`src/common/pccs_pkg.sv`:
```
// constants and types shared by the polarity chop sequencer
package pccs_pkg;
  localparam int RATE_NUM = 14;
  localparam int RATE_W = 4;
  localparam int CNT_W = 20;
  localparam int DATA_W = 16;
  localparam int SYNC_W = 5;
  // sync vector bit positions
  localparam int SY_TRIG = 0;
  localparam int SY_MCLK = 1;
  localparam int SY_SCLK = 2;
  localparam int SY_CSN = 3;
  localparam int SY_DIN = 4;
  localparam logic [4:0] MCLK_PER_MOD = 5'h10;
  localparam logic [2:0] START_EDGE = 3'h7;
  localparam logic [7:0] START_CMD_DEFAULT = 8'h5a;
  typedef logic [CNT_W-1:0] pccs_cnt_type;
  typedef logic [DATA_W-1:0] pccs_data_type;
  localparam pccs_cnt_type DELAY_DEFAULT = 20'h0_001c;
  // modulator periods per chopped conversion, slowest rate first
  localparam pccs_cnt_type SUB_TABLE [RATE_NUM] = '{
    20'h4_b041, 20'h2_5841, 20'h1_2c41, 20'h0_b441, 20'h0_9641,
    20'h0_3c41, 20'h0_3239, 20'h0_1e41, 20'h0_0f41, 20'h0_07c1,
    20'h0_0401, 20'h0_0328, 20'h0_01a8, 20'h0_00e8};
  typedef enum logic [1:0] {ST_IDLE, ST_SETTLE, ST_CONVERT} pccs_state_type;
endpackage

```
`src/common/pccs_tmr_if.sv`:
```
// carrier between the sequencer and its modulator period timer
`timescale 1ns/10ps
interface pccs_tmr_if;
  import pccs_pkg::*;
  logic start;
  logic mclk_tick;
  pccs_cnt_type target;
  logic done;
  modport ctrl (output start, output mclk_tick, output target, input done);
  modport tmr (input start, input mclk_tick, input target, output done);
endinterface

```
`src/rtl/pccs_timer.sv`:
```
// counts modulator periods of sixteen master clocks up to a target
`timescale 1ns/10ps
module pccs_timer (
  input wire logic i_core_clk,
  input wire logic i_rst,
  pccs_tmr_if.tmr tif
);
  import pccs_pkg::*;
  logic run_r, run_nxt;
  logic [4:0] sub_r, sub_nxt;
  pccs_cnt_type cnt_r, cnt_nxt;
  pccs_cnt_type tgt_r, tgt_nxt;

  // next state of the period counter
  always_comb begin
    run_nxt = run_r;
    sub_nxt = sub_r;
    cnt_nxt = cnt_r;
    tgt_nxt = tgt_r;
    if (tif.start) begin
      run_nxt = 1'b1;
      sub_nxt = 5'h00;
      cnt_nxt = '0;
      tgt_nxt = tif.target;
    end else if (run_r) begin
      if (cnt_r == tgt_r) begin
        run_nxt = 1'b0;
      end else if (tif.mclk_tick) begin
        if (sub_r == MCLK_PER_MOD - 5'h01) begin
          sub_nxt = 5'h00;
          cnt_nxt = cnt_r + 20'h0_0001;
        end else begin
          sub_nxt = sub_r + 5'h01;
        end
      end
    end
  end

  // register the counter
  always_ff @(posedge i_core_clk) begin
    if (i_rst) begin
      run_r <= 1'b0;
      sub_r <= 5'h00;
      cnt_r <= '0;
      tgt_r <= '0;
    end else begin
      run_r <= run_nxt;
      sub_r <= sub_nxt;
      cnt_r <= cnt_nxt;
      tgt_r <= tgt_nxt;
    end
  end

  // one-cycle pulse when the target is reached; not gated by start, since
  // the sequencer raises start in answer to done and a gate would loop
  assign tif.done = run_r && (cnt_r == tgt_r);
endmodule

```
`src/rtl/pccs_sequencer.sv`:
```
// polarity chop conversion sequencer for a delta-sigma converter
// Operation
// - chop with input reversal runs only when the chop enable is set at the start
// - start on trigger rising edge or seventh falling clock of start command
// - chop runs single conversions, reversing polarity after each conversion
// - chop output is average of the last two opposite-polarity results
// - continuous chop yields a new average every conversion after the first
// - per-rate conversion period table; later chop results take half as many periods as the first
// - modulator period is sixteen master clocks; settling delay is added
// - settling delay precedes each of the two conversions of a result
// - periods scale with master clock since timing counts master clocks
// - chop output rate drops by filter resettling and settling delay
`timescale 1ns/10ps
module pccs_sequencer #(
  parameter logic [7:0] START_CMD = pccs_pkg::START_CMD_DEFAULT,
  parameter pccs_pkg::pccs_cnt_type SUB_PERIODS [pccs_pkg::RATE_NUM] =
    pccs_pkg::SUB_TABLE
) (
  input wire logic i_core_clk,
  input wire logic i_rst,
  input wire logic i_mclk,
  input wire logic i_trig,
  input wire logic i_sclk,
  input wire logic i_cs_n,
  input wire logic i_din,
  input wire logic i_chop_en,
  input wire logic i_continuous,
  input wire logic [pccs_pkg::RATE_W-1:0] i_rate_sel,
  input wire pccs_pkg::pccs_cnt_type i_settle_delay,
  input wire logic i_stop,
  input wire pccs_pkg::pccs_data_type i_raw_data,
  output logic o_conv_start,
  output logic o_polarity_inv,
  output logic o_busy,
  output pccs_pkg::pccs_data_type o_data,
  output logic o_data_valid
);
  import pccs_pkg::*;

  pccs_tmr_if tif ();

  // reversed result is subtracted so the offset cancels
  function automatic pccs_data_type pccs_avg(input pccs_data_type nrm,
                                             input pccs_data_type rev);
    logic [DATA_W:0] diff;
    diff = {nrm[DATA_W-1], nrm} - {rev[DATA_W-1], rev};
    return diff[DATA_W:1];
  endfunction

  // two-flop synchronisers plus a third stage for edge detection
  logic [SYNC_W-1:0] sy1_r, sy2_r, sy3_r;
  always_ff @(posedge i_core_clk) begin
    if (i_rst) begin
      sy1_r <= '0;
      sy2_r <= '0;
      sy3_r <= '0;
    end else begin
      sy1_r <= {i_din, i_cs_n, i_sclk, i_mclk, i_trig};
      sy2_r <= sy1_r;
      sy3_r <= sy2_r;
    end
  end

  logic trig_rise, mclk_rise, sclk_fall;
  assign trig_rise = sy2_r[SY_TRIG] && !sy3_r[SY_TRIG];
  assign mclk_rise = sy2_r[SY_MCLK] && !sy3_r[SY_MCLK];
  assign sclk_fall = !sy2_r[SY_SCLK] && sy3_r[SY_SCLK];

  // serial command decoder counting falling clock edges
  logic [2:0] edge_r, edge_nxt;
  logic [5:0] shift_r, shift_nxt;
  logic cmd_start;
  always_comb begin
    edge_nxt = edge_r;
    shift_nxt = shift_r;
    cmd_start = 1'b0;
    if (sy2_r[SY_CSN]) begin
      edge_nxt = 3'h0;
    end else if (sclk_fall) begin
      shift_nxt = {shift_r[4:0], sy2_r[SY_DIN]};
      if (edge_r != START_EDGE) begin
        edge_nxt = edge_r + 3'h1;
      end
      if (edge_r == START_EDGE - 3'h1 &&
          {shift_r, sy2_r[SY_DIN]} == START_CMD[7:1]) begin
        cmd_start = 1'b1;
      end
    end
  end

  always_ff @(posedge i_core_clk) begin
    if (i_rst) begin
      edge_r <= 3'h0;
      shift_r <= 6'h00;
    end else begin
      edge_r <= edge_nxt;
      shift_r <= shift_nxt;
    end
  end

  logic go;
  assign go = trig_rise || cmd_start;

  // sequence state
  pccs_state_type state_r, state_nxt;
  logic pol_r, pol_nxt;
  logic have_prev_r, have_prev_nxt;
  logic chop_r, chop_nxt;
  pccs_data_type prev_r, prev_nxt;
  pccs_data_type data_r, data_nxt;
  logic valid_r, valid_nxt;
  logic start_r, start_nxt;
  logic tmr_start;
  pccs_cnt_type tmr_target;
  logic [RATE_W-1:0] rate_idx;

  assign rate_idx = (i_rate_sel < RATE_W'(RATE_NUM)) ? i_rate_sel :
                    RATE_W'(RATE_NUM - 1);

  // next values of the sequence
  always_comb begin
    state_nxt = state_r;
    pol_nxt = pol_r;
    have_prev_nxt = have_prev_r;
    chop_nxt = chop_r;
    prev_nxt = prev_r;
    data_nxt = data_r;
    valid_nxt = 1'b0;
    start_nxt = 1'b0;
    tmr_start = 1'b0;
    tmr_target = i_settle_delay;
    if (go) begin
      // a new start restarts the pair at normal polarity
      state_nxt = ST_SETTLE;
      pol_nxt = 1'b0;
      have_prev_nxt = 1'b0;
      chop_nxt = i_chop_en;
      tmr_start = 1'b1;
      tmr_target = i_settle_delay;
    end else begin
      unique case (state_r)
        ST_IDLE: begin
          state_nxt = ST_IDLE;
        end
        ST_SETTLE: begin
          if (tif.done) begin
            state_nxt = ST_CONVERT;
            start_nxt = 1'b1;
            tmr_start = 1'b1;
            tmr_target = SUB_PERIODS[rate_idx];
          end
        end
        ST_CONVERT: begin
          if (tif.done) begin
            if (chop_r) begin
              prev_nxt = i_raw_data;
              have_prev_nxt = 1'b1;
              pol_nxt = !pol_r;
              if (have_prev_r) begin
                // pipelined pair yields an average every conversion
                data_nxt = pol_r ? pccs_avg(prev_r, i_raw_data) :
                                   pccs_avg(i_raw_data, prev_r);
                valid_nxt = 1'b1;
              end
            end else begin
              data_nxt = i_raw_data;
              valid_nxt = 1'b1;
            end
            if (i_stop ||
                (!i_continuous && (!chop_r || have_prev_r))) begin
              state_nxt = ST_IDLE;
            end else begin
              state_nxt = ST_SETTLE;
              tmr_start = 1'b1;
              tmr_target = i_settle_delay;
            end
          end
        end
      endcase
      if (i_stop && state_r == ST_SETTLE) begin
        state_nxt = ST_IDLE;
        start_nxt = 1'b0;
        tmr_start = 1'b0;
      end
    end
  end

  // register the sequence
  always_ff @(posedge i_core_clk) begin
    if (i_rst) begin
      state_r <= ST_IDLE;
      pol_r <= 1'b0;
      have_prev_r <= 1'b0;
      chop_r <= 1'b0;
      prev_r <= '0;
      data_r <= '0;
      valid_r <= 1'b0;
      start_r <= 1'b0;
    end else begin
      state_r <= state_nxt;
      pol_r <= pol_nxt;
      have_prev_r <= have_prev_nxt;
      chop_r <= chop_nxt;
      prev_r <= prev_nxt;
      data_r <= data_nxt;
      valid_r <= valid_nxt;
      start_r <= start_nxt;
    end
  end

  // timer hookup
  assign tif.start = tmr_start;
  assign tif.target = tmr_target;
  assign tif.mclk_tick = mclk_rise;

  pccs_timer u_timer (
    .i_core_clk(i_core_clk),
    .i_rst(i_rst),
    .tif(tif)
  );

  // outputs
  assign o_conv_start = start_r;
  assign o_polarity_inv = pol_r && chop_r;
  assign o_busy = (state_r != ST_IDLE);
  assign o_data = data_r;
  assign o_data_valid = valid_r;
endmodule

```
`config.mk`:
```
export PLATFORM = sky130hd
export DESIGN_NAME = pccs_sequencer
export DESIGN_NICKNAME = d
export VERILOG_FILES = /design/src/common/pccs_pkg.sv /design/src/common/pccs_tmr_if.sv /design/src/rtl/pccs_timer.sv /design/src/rtl/pccs_sequencer.sv
export SDC_FILE = /design/constraint.sdc
export NUM_CORES = 1
export LEC_CHECK = 0
export BUFFER_PORTS_ARGS = -buffer_cell sky130_fd_sc_hd__buf_2
export CAP_MARGIN = 40
export CORE_ASPECT_RATIO = 1.25
export CORE_MARGIN = 2
export CORE_UTILIZATION = 39
export CTS_BUF_LIST = sky130_fd_sc_hd__clkbuf_8 sky130_fd_sc_hd__clkbuf_16
export CTS_CLUSTER_DIAMETER = 60
export DETAILED_ROUTE_END_ITERATION = 10
export PLACE_DENSITY = 0.6
export SETUP_SLACK_MARGIN = 0.5
export SYNTH_ARGS = -nofsm -noshare
export SYNTH_HDL_FRONTEND = slang
export SYNTH_SLANG_ARGS = --single-unit
```
`constraint.sdc`:
```
create_clock -name i_core_clk -period 2.2 [get_ports i_core_clk]
set_input_delay 0.33 -clock i_core_clk [delete_from_list [all_inputs] [get_ports i_core_clk]]
set_output_delay 0.33 -clock i_core_clk [all_outputs]
set_load 0.01 [all_outputs]
```
==> flow_summary.yaml, run 1 <==
layout:
  syn2layout_area_growth_pct: 48.8
  drive_gt1_frac: 0.457
  antennaDiodeCount: 0
  multi_input_area_um2: 5190
  final-seq-area_um2: 2190
  fillers: 1408
  layout.core_utilization: 0.593
  fin_nets: 1091
power:
  powerDensity_nw_per_um2: 468
  ir_drop_mv: 0.408
  power.leakage_nw: 4.02
drt:
  dr.max_layer_used: "met4"
  first_pass_iters: 5
  wl_met3_um: 728
  drt_iter0_markers: 278
  drt-met1-wl_um: 8620
  drt-wirelength-per-cell_um: 17.3
  wl_met2_um: 11000
  drc: 0
  viasPerCell: 5.46
  vias: 6663
  antenna_left: 0
  drt-total-wl_um: 21200
floorplan:
  io_pins: 70
  core_um2: 16900
  die_area_um2: 18400
  start_util: 0.399
  core.rowCount: 53
  die_y_um: 151
  fp.dieW_um: 122
clock_network:
  numCtsBuffers: 9
  ctsLongestPathBuffers: 2
  clkTransAtPathRegs_ns: 0.09
  h-tree-depth: 3
  clk_latency_ns: 0.37
  cts_tree: "built"
  hold_buffers: 0
  cts.sinks: 107
  cts-root-buf: "clkbuf_16"
logic_synthesis:
  syn_area_um2: 6740
  yosysTopAreaCellShare: 0.318
  yosys.area_share.simple: 0.236
  synth_cell_type_count: 62
  syn_inst: 797
  synth_edf_count: 0
  synth_most_common_cell: "dfxtp_1"
  synthMuxAreaShare: 0.0642
  yosys_warnings: 0
  async_reset_ff_frac: 0
  ys_seq_area_frac: 0.318
  synth_compound_area_frac: 0.182
  synth_top_family_by_area: "simple AND/OR/NAND/NOR gates"
  syn-num-nets: 893
  synth_area_leader_cell: "dfxtp_1"
  synthTopCellsByCount: "dfxtp_1 (107), nand2_1 (55), a21oi_1 (53), inv_1 (53), nor2_1 (52)"
  synth.ff_latch_count: 107
  synth_xor_area_frac: 0.0520
  syn_avg_cell_area_um2: 8.46
  synth_fa_ha_area_frac: 0.0876
  netlist_top_cells_area: "dfxtp_1 (32%), ha_1 (8.2%), mux2i_1 (6.1%)"
  ys.flop_type: "dfxtp_1"
run_status:
  status: "finished with violations"
  violations: "negative setup slack"
setup_path:
  end_kind: "flip-flop"
  worst-path-max-fanout: 12
  arrival_ns: 2.64
  critical_path_required_ns: 2.50
  crit_type: "flip-flop to flip-flop"
  worstSetupStartpointType: "flip-flop"
sta:
  whs_ns: 0.165
  worst_slack_ns: -0.133
  hold_violations: 0
  fin_crit_sh: 1.06
  worstMarginPinSlew_ns: 0.563
  fin_skew_ns: 0.00923
  max_freq_mhz: 429
  drv_slew: 0
  setup_tns_ns: -3.69
  slew_headroom: 0.621
  rsz0062_at_grt: "yes"
  layout_min_cycle_time_ns: 2.33
  setup_viol: 56
global_route:
  grt_util_all_layers: 0.209
  grt_pass1_vias: 6167
  grt_max_degree: 36
  grt.overflow.total: 0
  grt_pass1_wl_um: 30300
  grt_antenna_before_repair: 0
placed_design:
  gp_congestion: 0.880
  port_buffers: 69
  dp_worst_setup_slack_ns: -0.132
  dpl.hpwl_um: 13900
hold_path:
  hold_class: "input pin to flip-flop"
run:
  cap_violations: 0
[area by class of cell]
cell class              instances  share of cell area
repair buffers                233               0.186
inverters                      53              0.0207
well taps                     220              0.0274
clock inverters                 7             0.00836
multi-input cells             591               0.518
flip-flops and latches        107               0.218
clock buffers                   9              0.0225
[critical path, stage by stage (launching register included)]
cell and delay, ns:
dfxtp_1 0.36, xor2_2 0.20, nor4_4 0.41, nand4_1 0.21
buf_4 0.19, or3_4 0.34, nor2_4 0.16, buf_12 0.18
mux2i_1 0.21
[stage by stage]
stage               std cells  total power, mW  instance area (um^2)
floorplan                 797             2.44                  6990
global placement         1152             2.71                  8180
detailed placement       1152             2.71                  8180
CTS                      1187             4.49                  8980
global route             1220             4.86                 10000
finish                   1220             4.69                 10000
[layer usage]
metal,vias to the layer above,GRT usage
li1,3228,-
met2,172,0.383
met5,-,0
met1,3206,0.250
met3,57,0.0245
met4,0,0.0793
[cells by family (layout without fill, tap and decap cells)]
family | Yosys count | in the layout
simple gates | 283 | 283
compound gates | 179 | 179
mux | 43 | 43
xor+xnor | 40 | 40
fa+ha+maj | 46 | 46
flops | 107 | 107
buf+inv | 99 | 302
[cells in the final DEF (no fill, tap or decap), types with 11 or more instances in the layout]
| master | netlist | final |
|---|---|---|
| buf_4 | 0 | 120 |
| dfxtp_1 | 107 | 78 |
| buf_2 | 6 | 69 |
| nand2_1 | 55 | 49 |
| inv_1 | 53 | 48 |
| nor2_1 | 52 | 44 |
| nand2b_1 | 45 | 44 |
| ha_1 | 44 | 38 |
| mux2i_1 | 41 | 36 |
| a21oi_1 | 53 | 34 |
| buf_6 | 4 | 30 |
| dfxtp_2 | 0 | 26 |
| nor2b_1 | 20 | 18 |
| a21oi_2 | 0 | 18 |
| or3_4 | 1 | 12 |
| a211oi_2 | 0 | 12 |
| xor2_2 | 0 | 11 |
| xor2_1 | 22 | 11 |
[sequential cells by signal, summed over array words and instances, names as in the netlist]
| name | cells |
|---|---|
| o_data | 16 |
| prev_r | 16 |
| o_conv_start | 1 |
| pol_r | 1 |
| sy1_r | 5 |
| u_timer.sub_r | 5 |
| u_timer.tgt_r | 20 |
| shift_r | 6 |
| have_prev_r | 1 |
| sy2_r | 5 |
| chop_r | 1 |
| u_timer.cnt_r | 20 |
| u_timer.run_r | 1 |
| edge_r | 3 |
| state_r | 2 |
| sy3_r | 3 |
| o_data_valid | 1 |
[worst paths after layout]
check	startpoint	to	slack, ns	cells after the start
worst min register to register	u_timer.sub_r[4]$_SDFFE_PP0P_	u_timer.sub_r[4]$_SDFFE_PP0P_	0.44	2
worst max-delay path	u_timer.cnt_r[1]$_SDFFE_PP0P_	prev_r[11]$_SDFFE_PP0P_	-0.13	8
worst min-delay path	i_din	sy1_r[4]$_SDFF_PP0_	0.17	2
worst max register to register	u_timer.cnt_r[1]$_SDFFE_PP0P_	prev_r[11]$_SDFFE_PP0P_	-0.13	8
[where the power goes]
part / switching, mW / leakage, nW / internal (mW)
clock: 0.910 / 0.152 / 0.828
sequential: 0.0311 / 0.882 / 1.96
combinational: 0.495 / 2.98 / 0.462
[repair_timing]
action                                  CTS  global route
endpoints found under the setup margin   85            86
setup buffers                            16            32
cloned                                    3             1
gates resized for setup                  76           180
pin swaps                                14            97
(Power assumes the default switching activity.)
==> run 2, diff against run 1 <==
- CORE_ASPECT_RATIO: 1.25 -> 0.8
- CTS_CLUSTER_SIZE: unset -> 16
- SYNTH_HIERARCHICAL: unset -> 1
==> flow_summary.yaml, run 2 <==
layout:
  biggestRegsByFlops: "u_timer/cnt_r (20), u_timer/tgt_r (20)"
  design_area_um2: 8560
  stdcell_count: 1175
  layout.core_utilization: 0.519
  syn2layout_area_growth_pct: 30.2
  final-seq-area_um2: 2170
  multi_input_area_um2: 4320
  drive_gt1_frac: 0.292
  layout_commonest_cell: "buf_4"
  final_cell_mix: "buf_4 (97), nor2_1 (88), dfxtp_1 (87)"
  antennaDiodeCount: 0
  fillers: 1593
  fin_nets: 1045
sta:
  max_freq_mhz: 436
  setup_tns_ns: -0.967
  setup_viol: 38
  fin_crit_sh: 1.04
  slew_headroom: 0.611
  worstMarginPinSlew_ns: 0.583
  worst_slack_ns: -0.0954
  hold_violations: 0
  fin_skew_ns: 0.00679
  whs_ns: 0.177
  rsz0062_at_grt: "yes"
  drv_slew: 0
  layout_min_cycle_time_ns: 2.30
setup_path:
  cpPeakStageDelay_ns: 0.36
  crit_type: "flip-flop to flip-flop"
  r2r-end: "u_timer/tgt_r[18]$_SDFFE_PP0P_"
  arrival_ns: 2.54
  worst-path-max-fanout: 7
  slowest_stage: "dfxtp_1"
  cp-endpoint: "u_timer/tgt_r[18]$_SDFFE_PP0P_"
  critical_path_required_ns: 2.44
  startpoint: "u_timer/cnt_r[19]$_SDFFE_PP0P_"
  rr_worst_depth: 10
  reg2reg_from: "u_timer/cnt_r[19]$_SDFFE_PP0P_"
  cp_cell_sequence: "xnor2_1, nand4_1, nor3_2, and3_4, nand2_4, o311a_4, o21ai_4, buf_4, mux2i_1, nor2_1"
  r2r_setup_slack_ns: -0.1
  end_kind: "flip-flop"
  worstSetupStartpointType: "flip-flop"
run:
  cap_violations: 0
clock_network:
  cts-root-buf: "clkbuf_16"
  cts.sinks: 107
  clk_latency_ns: 0.36
  clkTransAtPathRegs_ns: 0.07
  hold_buffers: 0
  cts_tree: "built"
  ctsLongestPathBuffers: 2
  numCtsBuffers: 9
  h-tree-depth: 3
drt:
  drt-total-wl_um: 18400
  drt_iter0_markers: 466
  antenna_left: 0
  drc: 0
  first_pass_iters: 5
  drt-wirelength-per-cell_um: 15.7
  viasPerCell: 5.28
  vias: 6202
floorplan:
  core.rowCount: 42
  die_y_um: 120
  io_pins: 70
  fp.dieW_um: 149
  start_util: 0.398
  core_um2: 16500
  die_area_um2: 17900
power:
  powerDensity_nw_per_um2: 501
  ir_drop_mv: 0.354
  power.total_mw: 4.29
  power.leakage_nw: 3.51
global_route:
  grt_pass1_wl_um: 29100
  grt_max_degree: 60
  grt.overflow.total: 0
  grt_util_all_layers: 0.205
  grt_antenna_before_repair: 0
  grt_pass1_vias: 5672
logic_synthesis:
  syn_area_um2: 6570
  synth.ff_latch_count: 107
  syn_inst: 798
  yosys_warnings: 6
  syn-num-nets: 893
  synth_edf_count: 0
  ys.flop_type: "dfxtp_1"
  synth_cell_type_count: 69
  netlist_top_cells_area: "dfxtp_1 (33%), mux2i_1 (8.5%), ha_1 (8.2%)"
  ys_seq_area_frac: 0.326
  syn_avg_cell_area_um2: 8.24
  yosysTopAreaCellShare: 0.326
  synth_area_leader_cell: "dfxtp_1"
  async_reset_ff_frac: 0
  synth_most_common_cell: "dfxtp_1"
  synthTopCellsByCount: "dfxtp_1 (107), nor2_1 (96), nand2_1 (65), mux2i_1 (56), a21oi_1 (53)"
placed_design:
  postPlaceCellArea_um2: 7820
  port_buffers: 69
  place_inst: 1142
  dpl.hpwl_um: 13200
  gp_congestion: 0.915
  dp_worst_setup_slack_ns: -0.161
hold_path:
  hold_class: "input pin to flip-flop"
run_status:
  violations: "negative setup slack"
  status: "finished with violations"
-- run 2: per-layer routing --
layer  global-route usage  up-vias  wire, um
li1                     -     3111         -
met1                0.309     2888      9460
met2                0.292      179      7500
met3               0.0483       24      1090
met4               0.0512        0       336
met5                    0        -         0
-- run 2: worst min-delay path by stage --
stage / from / endpoint / slack [ns] / cells past startpoint
after detailed placement: sy1_r[2]$_SDFF_PP0_ / sy2_r[2]$_SDFF_PP0_ / 0.42 / 1
final: i_din / sy1_r[4]$_SDFF_PP0_ / 0.18 / 2
after global routing: i_sclk / sy1_r[2]$_SDFF_PP0_ / 0.17 / 2
after CTS: i_din / sy1_r[4]$_SDFF_PP0_ / 0.17 / 2
after floorplan: i_rst / u_timer/tgt_r[18]$_SDFFE_PP0P_ / 0.40 / 1
after global placement: sy1_r[3]$_SDFF_PP0_ / sy2_r[3]$_SDFF_PP0_ / 0.42 / 1
-- run 2: where the power goes --
| part | switching (mW) | internal [mW] | total [mW] |
|---|---|---|---|
| registers | 0.0188 | 1.96 | 1.98 |
| logic | 0.364 | 0.270 | 0.634 |
| clock network | 0.780 | 0.891 | 1.67 |
-- run 2: repair_timing --
| item | 4_1_cts | 5_1_grt |
|---|---|---|
| setup buffers | 3 | 7 |
| gates cloned | 5 | 2 |
| pin swaps | 23 | 9 |
| resized for setup | 47 | 31 |
| endpoints found under the setup margin | 86 | 87 |
-- run 2: worst max-delay path: cells and delay by family, from the launching register on --
kind,cells,cell delay (ns)
AO/OA/AOI/OAI,2,0.47
buffers and inverters,1,0.22
XOR/XNOR,1,0.13
flip-flops,1,0.36
AND/OR/NAND/NOR,5,0.76
multiplexers,1,0.22
-- run 2: final cells by class --
cell class / count / share of cell area
clock inverter: 7 / 0.00921
timing repair buffer: 183 / 0.152
multi-input combinational: 600 / 0.505
tap: 220 / 0.0322
sequential: 107 / 0.254
clock buffer: 9 / 0.0263
inverter: 49 / 0.0215
-- run 2: logic make-up (layout without fill, tap and decap cells) --
logic type | count (synthesis) | after routing | synth area share
buffers and inverters | 94 | 248 | 0.0613
multiplexers | 58 | 58 | 0.0893
AO/OA/AOI/OAI | 166 | 166 | 0.169
XOR/XNOR | 38 | 38 | 0.0506
adder cells (fa/ha/maj) | 45 | 45 | 0.0879
flip-flops | 107 | 107 | 0.326
AND/OR/NAND/NOR | 290 | 293 | 0.216
